File: config.mk
export PLATFORM = sky130hd
export DESIGN_NAME = iis_target
export DESIGN_NICKNAME = d
export VERILOG_FILES = /design/src/include/iis_pkg.sv /design/src/verilog/iis_bus_watch.sv /design/src/verilog/iis_target.sv
export SDC_FILE = /design/constraint.sdc
export NUM_CORES = 1
export LEC_CHECK = 0
export BUFFER_PORTS_ARGS = -buffer_cell sky130_fd_sc_hd__buf_4
export CORE_MARGIN = 4
export CORE_UTILIZATION = 61
export CTS_BUF_LIST = sky130_fd_sc_hd__clkbuf_4 sky130_fd_sc_hd__clkbuf_8 sky130_fd_sc_hd__clkbuf_16
export CTS_CLUSTER_SIZE = 16
export DETAILED_ROUTE_END_ITERATION = 7
export GPL_ROUTABILITY_DRIVEN = 0
export PLACE_DENSITY = 0.83
export SYNTH_ARGS = -nofsm -noshare
export SYNTH_HDL_FRONTEND = slang
export SYNTH_SLANG_ARGS = --single-unit
File: constraint.sdc
create_clock -name MCLK_I -period 2.87 [get_ports MCLK_I]
set_input_delay 0 -clock MCLK_I [delete_from_list [all_inputs] [get_ports MCLK_I]]
set_output_delay 0 -clock MCLK_I [all_outputs]
set_load 0.02 [all_outputs]
File: src/include/iis_pkg.sv
`default_nettype none
package iis_pkg;
  // Target addresses selected by the address-select strap
  localparam logic [6:0] ADDR_SEL_LOW = 7'h68;
  localparam logic [6:0] ADDR_SEL_HIGH = 7'h69;
  localparam logic [7:0] START_ADDR_RST = 8'h00;
  localparam logic [7:0] DATA_RST = 8'h00;
  // Watchdog periods in microseconds and cycles at 25 MHz
  localparam int CLK_MHZ = 25;
  localparam int WDT_SHORT_US = 1250;
  localparam int WDT_LONG_US = 40000;
  localparam int WDT_SHORT_CYC = WDT_SHORT_US * CLK_MHZ;
  localparam int WDT_LONG_CYC = WDT_LONG_US * CLK_MHZ;
  // Host idle times after a write, for reference by the bench
  localparam int IDLE_NORMAL_US = 2;
  localparam int IDLE_SUSPEND_US = 450;
  localparam int IDLE_NORMAL_CYC = IDLE_NORMAL_US * CLK_MHZ;
  localparam int IDLE_SUSPEND_CYC = IDLE_SUSPEND_US * CLK_MHZ;
  localparam logic [2:0] BIT_LAST = 3'h7;
  typedef enum logic [2:0] {
    ST_IDLE = 3'h0,
    ST_DEVADDR = 3'h1,
    ST_ACK = 3'h3,
    ST_RX = 3'h2,
    ST_TX = 3'h6,
    ST_MACK = 3'h7,
    ST_IGNORE = 3'h5
  } iis_state_type;
endpackage : iis_pkg
`default_nettype wire

File: src/verilog/iis_bus_watch.sv
`default_nettype none
// Bus event detector: start, stop, SCL rising and falling edges
module iis_bus_watch (
  input wire logic clk_i,
  input wire logic rst_n_i,
  input wire logic ce_i,
  input wire logic scl_i,
  input wire logic sda_i,
  output logic start_o,
  output logic stop_o,
  output logic scl_rise_o,
  output logic scl_fall_o
);
  logic scl_ff;
  logic sda_ff;

  always_ff @(posedge clk_i or negedge rst_n_i) begin
    if (!rst_n_i) begin
      scl_ff <= 1'h1;
      sda_ff <= 1'h1;
    end else if (ce_i) begin
      scl_ff <= scl_i;
      sda_ff <= sda_i;
    end
  end

  assign start_o = scl_ff & scl_i & sda_ff & ~sda_i;
  assign stop_o = scl_ff & scl_i & ~sda_ff & sda_i;
  assign scl_rise_o = ~scl_ff & scl_i;
  assign scl_fall_o = scl_ff & ~scl_i;
endmodule : iis_bus_watch
`default_nettype wire

File: src/verilog/iis_target.sv
// How it works
// - Start, 7-bit address, write bit zero; we acknowledge then release SDA.
// - Register address byte then data byte, each acknowledged; data is stored.
// - More write bytes accepted; address advances except on trap registers.
// - Controller ack low asks for more; not-ack makes us release the bus.
// - Register address increments after each returned byte.
// - Each read starts at the last written start address; zero after reset.
// - Watchdog resets the port when we hold SDA low too long.
// - Address 0x68 with select pin low, 0x69 high; 7-bit only.
`default_nettype none
module iis_target #(
  parameter int WDT_SHORT = iis_pkg::WDT_SHORT_CYC,
  parameter int WDT_LONG = iis_pkg::WDT_LONG_CYC,
  parameter logic [255:0] TRAP_MASK = 256'h0
) (
  input wire logic MCLK_I,
  input wire logic RST_N_I,
  input wire logic CE_I,
  input wire logic SCL_I,
  input wire logic SDA_I,
  input wire logic ADDR_SEL_I,
  input wire logic WDT_EN_I,
  input wire logic WDT_SEL_I,
  input wire logic [7:0] RD_DATA_I,
  output logic SDA_O,
  output logic SDA_OE_O,
  output logic [7:0] REG_ADDR_O,
  output logic [7:0] WR_DATA_O,
  output logic WR_STB_O,
  output logic RD_STB_O,
  output logic WDT_FIRE_O
);
  // ==========================================
  // Bus events
  logic start_ev;
  logic stop_ev;
  logic rise_ev;
  logic fall_ev;

  iis_bus_watch u_watch (
    .clk_i(MCLK_I),
    .rst_n_i(RST_N_I),
    .ce_i(CE_I),
    .scl_i(SCL_I),
    .sda_i(SDA_I),
    .start_o(start_ev),
    .stop_o(stop_ev),
    .scl_rise_o(rise_ev),
    .scl_fall_o(fall_ev)
  );

  function automatic logic [7:0] next_addr(input logic [7:0] a, input logic [255:0] trap);
    next_addr = trap[a] ? a : a + 8'h01;
  endfunction

  // ==========================================
  // State
  iis_pkg::iis_state_type state_ff;
  logic [7:0] shift_ff;
  logic [2:0] bit_ff;
  logic rw_ff;
  logic have_reg_ff;
  logic drive_low_ff;
  logic [7:0] addr_ff;
  logic [31:0] wdt_ff;
  logic wdt_rst;
  logic [6:0] my_addr;
  logic seen_rise_ff;
  logic [7:0] start_ff;
  logic byte_done;
  logic set_start;

  assign my_addr = ADDR_SEL_I ? iis_pkg::ADDR_SEL_HIGH : iis_pkg::ADDR_SEL_LOW;
  assign wdt_rst = WDT_EN_I && (wdt_ff >= (WDT_SEL_I ? 32'(WDT_LONG) : 32'(WDT_SHORT)));
  assign byte_done = fall_ev && seen_rise_ff && (bit_ff == iis_pkg::BIT_LAST);
  // Register address byte of a write phase completes
  assign set_start = !wdt_rst && !stop_ev && !start_ev && byte_done &&
                     (state_ff == iis_pkg::ST_RX) && !have_reg_ff;

  always_ff @(posedge MCLK_I or negedge RST_N_I) begin
    if (!RST_N_I) begin
      state_ff <= iis_pkg::ST_IDLE;
      bit_ff <= 3'h0;
      shift_ff <= iis_pkg::DATA_RST;
      rw_ff <= 1'h0;
      have_reg_ff <= 1'h0;
      drive_low_ff <= 1'h0;
      seen_rise_ff <= 1'h0;
      addr_ff <= iis_pkg::START_ADDR_RST;
      WR_STB_O <= 1'h0;
      RD_STB_O <= 1'h0;
      WR_DATA_O <= iis_pkg::DATA_RST;
    end else if (CE_I) begin
      WR_STB_O <= 1'h0;
      RD_STB_O <= 1'h0;
      if (wdt_rst || stop_ev) begin
        state_ff <= iis_pkg::ST_IDLE;
        drive_low_ff <= 1'h0;
      end else if (start_ev) begin
        state_ff <= iis_pkg::ST_DEVADDR;
        bit_ff <= 3'h0;
        seen_rise_ff <= 1'h0;
        drive_low_ff <= 1'h0;
      end else begin
        unique case (state_ff)
          iis_pkg::ST_IDLE, iis_pkg::ST_IGNORE: begin
          end
          iis_pkg::ST_DEVADDR, iis_pkg::ST_RX: begin
            if (rise_ev) begin
              shift_ff <= {shift_ff[6:0], SDA_I};
              seen_rise_ff <= 1'h1;
            end
            // The SCL fall right after a start carries no bit
            if (fall_ev && seen_rise_ff) begin
              seen_rise_ff <= 1'h0;
              bit_ff <= bit_ff + 3'h1;
              if (byte_done) begin
                if (state_ff == iis_pkg::ST_DEVADDR) begin
                  if (shift_ff[7:1] == my_addr) begin
                    rw_ff <= shift_ff[0];
                    if (shift_ff[0]) begin
                      addr_ff <= start_ff;
                    end
                    have_reg_ff <= 1'h0;
                    drive_low_ff <= 1'h1;
                    state_ff <= iis_pkg::ST_ACK;
                  end else begin
                    state_ff <= iis_pkg::ST_IGNORE;
                  end
                end else begin
                  if (!have_reg_ff) begin
                    addr_ff <= shift_ff;
                    have_reg_ff <= 1'h1;
                  end else begin
                    WR_DATA_O <= shift_ff;
                    WR_STB_O <= 1'h1;
                  end
                  drive_low_ff <= 1'h1;
                  state_ff <= iis_pkg::ST_ACK;
                end
              end
            end
          end
          iis_pkg::ST_ACK: begin
            if (fall_ev) begin
              bit_ff <= 3'h0;
              if (rw_ff) begin
                shift_ff <= RD_DATA_I;
                drive_low_ff <= ~RD_DATA_I[7];
                RD_STB_O <= 1'h1;
                state_ff <= iis_pkg::ST_TX;
              end else begin
                drive_low_ff <= 1'h0;
                state_ff <= iis_pkg::ST_RX;
              end
            end
          end
          iis_pkg::ST_TX: begin
            if (fall_ev) begin
              bit_ff <= bit_ff + 3'h1;
              if (bit_ff == iis_pkg::BIT_LAST) begin
                drive_low_ff <= 1'h0;
                addr_ff <= next_addr(addr_ff, 256'h0);
                state_ff <= iis_pkg::ST_MACK;
              end else begin
                shift_ff <= {shift_ff[6:0], 1'h0};
                drive_low_ff <= ~shift_ff[6];
              end
            end
          end
          iis_pkg::ST_MACK: begin
            if (rise_ev) begin
              if (SDA_I) begin
                state_ff <= iis_pkg::ST_IGNORE;
              end else begin
                state_ff <= iis_pkg::ST_ACK;
              end
            end
          end
          default: state_ff <= iis_pkg::ST_IDLE;
        endcase
        if (WR_STB_O) begin
          addr_ff <= next_addr(addr_ff, TRAP_MASK);
        end
      end
    end
  end

  // ==========================================
  // Read start address, kept across reads
  always_ff @(posedge MCLK_I or negedge RST_N_I) begin
    if (!RST_N_I) begin
      start_ff <= iis_pkg::START_ADDR_RST;
    end else if (CE_I) begin
      if (set_start) begin
        start_ff <= shift_ff;
      end
    end
  end

  // ==========================================
  // Watchdog on SDA held low by us
  always_ff @(posedge MCLK_I or negedge RST_N_I) begin
    if (!RST_N_I) begin
      wdt_ff <= 32'h0;
    end else if (CE_I) begin
      if (!drive_low_ff || rise_ev || fall_ev || wdt_rst) begin
        wdt_ff <= 32'h0;
      end else begin
        wdt_ff <= wdt_ff + 32'h1;
      end
    end
  end

  always_ff @(posedge MCLK_I or negedge RST_N_I) begin
    if (!RST_N_I) begin
      SDA_O <= 1'h0;
      SDA_OE_O <= 1'h0;
      REG_ADDR_O <= iis_pkg::START_ADDR_RST;
      WDT_FIRE_O <= 1'h0;
    end else if (CE_I) begin
      SDA_O <= 1'h0;
      SDA_OE_O <= drive_low_ff && !wdt_rst;
      REG_ADDR_O <= addr_ff;
      WDT_FIRE_O <= wdt_rst;
    end
  end
endmodule : iis_target
`default_nettype wire

==> metrics.md <==
| Metric | Value |
|---|---|
| Routed wire per std cell | `roughly 17 µm` |
| Max-slew violation count | `0` |
| Share of cells above drive strength 1 | `23.71%` |
| Largest area contributor in the netlist | `dfrtp_1` |
| Drt via density | `around 6.2` |
| Post-synth EDFFs | `0` |
| Filler cell count in the final layout | `551` |
| Area share of the largest cell type after synthesis | `42.80%` |
| Lkg Pwr | `2.575 nW` |
| MaxCap Viol Count | `0` |
| Post-synth cell types | `60` |
| Hold EP | `shift_ff[2]` |
| Root Buffer | `clkbuf_8` |
| IO Pins | `37` |
| Main synth FF type | `dfrtp_1` |
| Yosys reg bits | `88` |
| DP HPWL | `a little under 8 mm` |
| CP arrival | `3000 ps` |
| Die Span X | `98.80 µm` |
| I/O Buffers | `35` |
| Number of global-route vias before repair | `~4000` |
| Max Root-Sink Buffers | `2` |
| Seq pwr share | `47.0%` |
| Total gr overflow | `0` |
| Overall power | `3.228 mW` |
| Status | `complete, no violations` |
| Syn-to-layout area delta | `14.18%` |
| Worst Hold Depth | `3` |
| Synth Instances | `514` |
| Setup violations, final | `0` |
| Hold path start | `RD_DATA_I[2]` |
| Routed WL | `between 10 and 15 mm` |
| Pint | `2.191 mW` |
| Mapped Nets | `544` |
| Fin. Hold Viols | `0` |
| Die ar. | `9760 µm²` |
| Min-delay worst type | `in2reg` |
| FF-to-FF Start | `wdt_ff[6]` |
| Slew margin rel. | `about 42%` |
| Drt initial violations | `~390` |
| Power share of the clock group | `30.2%` |
| Largest net degree at the start of global routing | `70` |
| Net Sw Frac | `32.14%` |
| Synthesis Warnings | `0` |
| ANT nets after route | `0` |
| Crit path max fanout | `8` |
| Worst Path Required | `3110 ps` |
| Setup tns final | `0 ps` |
| Final nets | `586` |
| First-pass GRT wire length | `19.20 mm` |
| Peak supply drop | `0.4691 mV` |
| CTS H-tree depth | `3` |
| GRT Total Usage | `23.91%` |
| Reg2reg end | `start_ff[1]` |
| Max frequency | `363.0 MHz` |
| Routed wire length on met3 | `660 µm` |
| Dpl cells | `640` |
| Unrepaired setup endpoints after global routing | `no` |
| Fin Clk Skew | `12.13 ps` |
| Fin crit period | `2755 ps` |
| Switching Power | `1.037 mW` |
| WS Path Type | `reg2reg` |
| Top sig layer | `met4` |
| Worst setup SP type | `register` |
| Commonest non-fill, non-tap cells in the layout | `dfrtp_1 (86), nor2_1 (57), mux2_2 (49), buf_4 (48), nand2_1 (39)` |
| Core area | `7888 µm²` |
| CTS Sinks | `between 80 and 90` |
| Worst-path clk slew | `90 ps` |
| Antenna violations before repair | `0` |
| # rows | `32` |
| CP Capture Type | `register` |
| Period utilisation layout | `between 90% and 100%` |
| Worst-margin pin slew | `865.9 ps` |
| Met1 WL | `just under 5 mm` |
| Syn_area_per_cell | `between 9 and 10 µm²` |
| Ant. Diodes | `0` |
| Sequential cell area fraction in the yosys report | `43.84%` |
| Clock Latency Late Sink | `360 ps` |
| Combinational group share of total power | `22.8%` |
| 1st-pass router iterations | `6` |
| FF-to-FF path depth | `8` |
| DRC violations left | `0` |
| Met2 WL post-DR | `between 5 and 6 mm` |
| Power density over the cells | `562.2 nW/µm²` |
| Dominant cells by area after synthesis | `dfrtp_1 (43%), mux2_2 (11%), nor2_1 (4.3%)` |
| Via Count | `a little over 4000` |
| Starting Density | `between 60% and 70%` |
| Fraction of registers with async set/reset | `100.0%` |
| Most common cell after layout, fill and taps aside | `dfrtp_1` |
| Num CTS Buffers | `9` |
| Die height | `between 90 and 100 µm` |
| CTS tree | `done` |
| Post-Layout Cell Count | `663` |
| Cell area after synthesis | `5029 µm²` |
| Hold WS | `11.15 ps` |
| R2R Setup Slk | `110 ps` |
## per-layer routing
layer  GRT usage, %  vias to the layer above
met5              0                        -
met4          10.92                        0
met3          3.963                       37
met2          38.53                      158
met1          31.71                     1993
li1               -                     1932
## synth_stat cells (8+ instances only)
master / number
a21oi_1: 25
a31oi_1: 9
and3_1: 8
clkbuf_1: 15
dfrtp_1: 86
ha_1: 14
inv_1: 14
mux2_2: 49
nand2_1: 39
nand3_1: 24
nand4_1: 14
nor2_1: 57
o21ai_0: 23
xnor2_1: 17
xor2_1: 12
## registers in the layout (all words and copies together) (netlist names)
register / flops
wdt_ff: 32
WDT_FIRE_O: 1
have_reg_ff: 1
WR_DATA_O: 8
shift_ff: 8
REG_ADDR_O: 8
bit_ff: 3
state_ff: 3
drive_low_ff: 1
start_ff: 8
seen_rise_ff: 1
u_watch.sda_ff: 1
SDA_OE_O: 1
addr_ff: 8
u_watch.scl_ff: 1
rw_ff: 1
RD_STB_O: 1
WR_STB_O: 1
## what timing repair did
item                                    in CTS  in global routing
hold buffers                                 5                  0
endpoints found under the hold margin       72                  0
setup buffers                                0                  2
resized for setup                            0                  3
endpoints found under the setup margin       0                 23
## layout make-up
type | instances | area (µm²) | area share, %
multi-input combinational | 388 | 2683 | 46.72
sequential | 88 | 2205 | 38.40
timing repair buffer | 55 | 450.4 | 7.845
tap | 102 | 127.6 | 2.223
clock buffer | 9 | 123.9 | 2.157
clock inverter | 7 | 100.1 | 1.743
inverter | 14 | 52.55 | 0.9152
## worst max-delay path, stage by stage, from the launching register on
cell      delay (ps)
dfrtp_1          430
ha_1             300
or4bb_1          220
o211ai_1         110
a221o_1          420
o31a_4           400
nor4_4           210
buf_4            200
mux2_2           340
## cells by family after synthesis
kind of cell               after synthesis  synth area share [%]
and+or+nand+nor                        193                 19.96
AOI/OAI and AO/OA                       96                 12.24
DFF                                     88                 43.84
muxes                                   55                 12.17
buffers and inverters                   38                 3.185
xor gates and xnor gates                29                 5.051
adders and majority gates               14                 3.483
other                                    1               0.07457
## power groups by stage
stage	combinational (mW)	clock, mW	sequential (mW)
6_report	0.735	0.975	1.52
2_1_floorplan	0.538	0	1.47
5_1_grt	0.818	1.05	1.53
3_5_place_dp	0.715	0	1.54
3_3_place_gp	0.690	0	1.52
4_1_cts	0.727	0.989	1.51
## worst max path at each step
stage | endpoint | startpoint | cells after the start
2_1_floorplan | start_ff[0] | wdt_ff[6] | 8
3_3_place_gp | shift_ff[4] | wdt_ff[6] | 7
3_5_place_dp | shift_ff[3] | wdt_ff[6] | 7
4_1_cts | shift_ff[3] | wdt_ff[6] | 7
5_1_grt | start_ff[1] | wdt_ff[19] | 8
6_report | start_ff[1] | wdt_ff[6] | 8
## per-stage QoR
stage | area, µm² | util, % | worst slack (ps)
floorplan | 5029 | - | 247.0
global placement | 5426 | 68.80 | 184.4
detailed placement | 5426 | 68.80 | 103.9
CTS | 5700 | 72.27 | 60.56
global route | 5742 | 72.80 | 32.41
finish | 5742 | 72.80 | 114.9
Note: power is estimated with default switching activity, not from simulation.
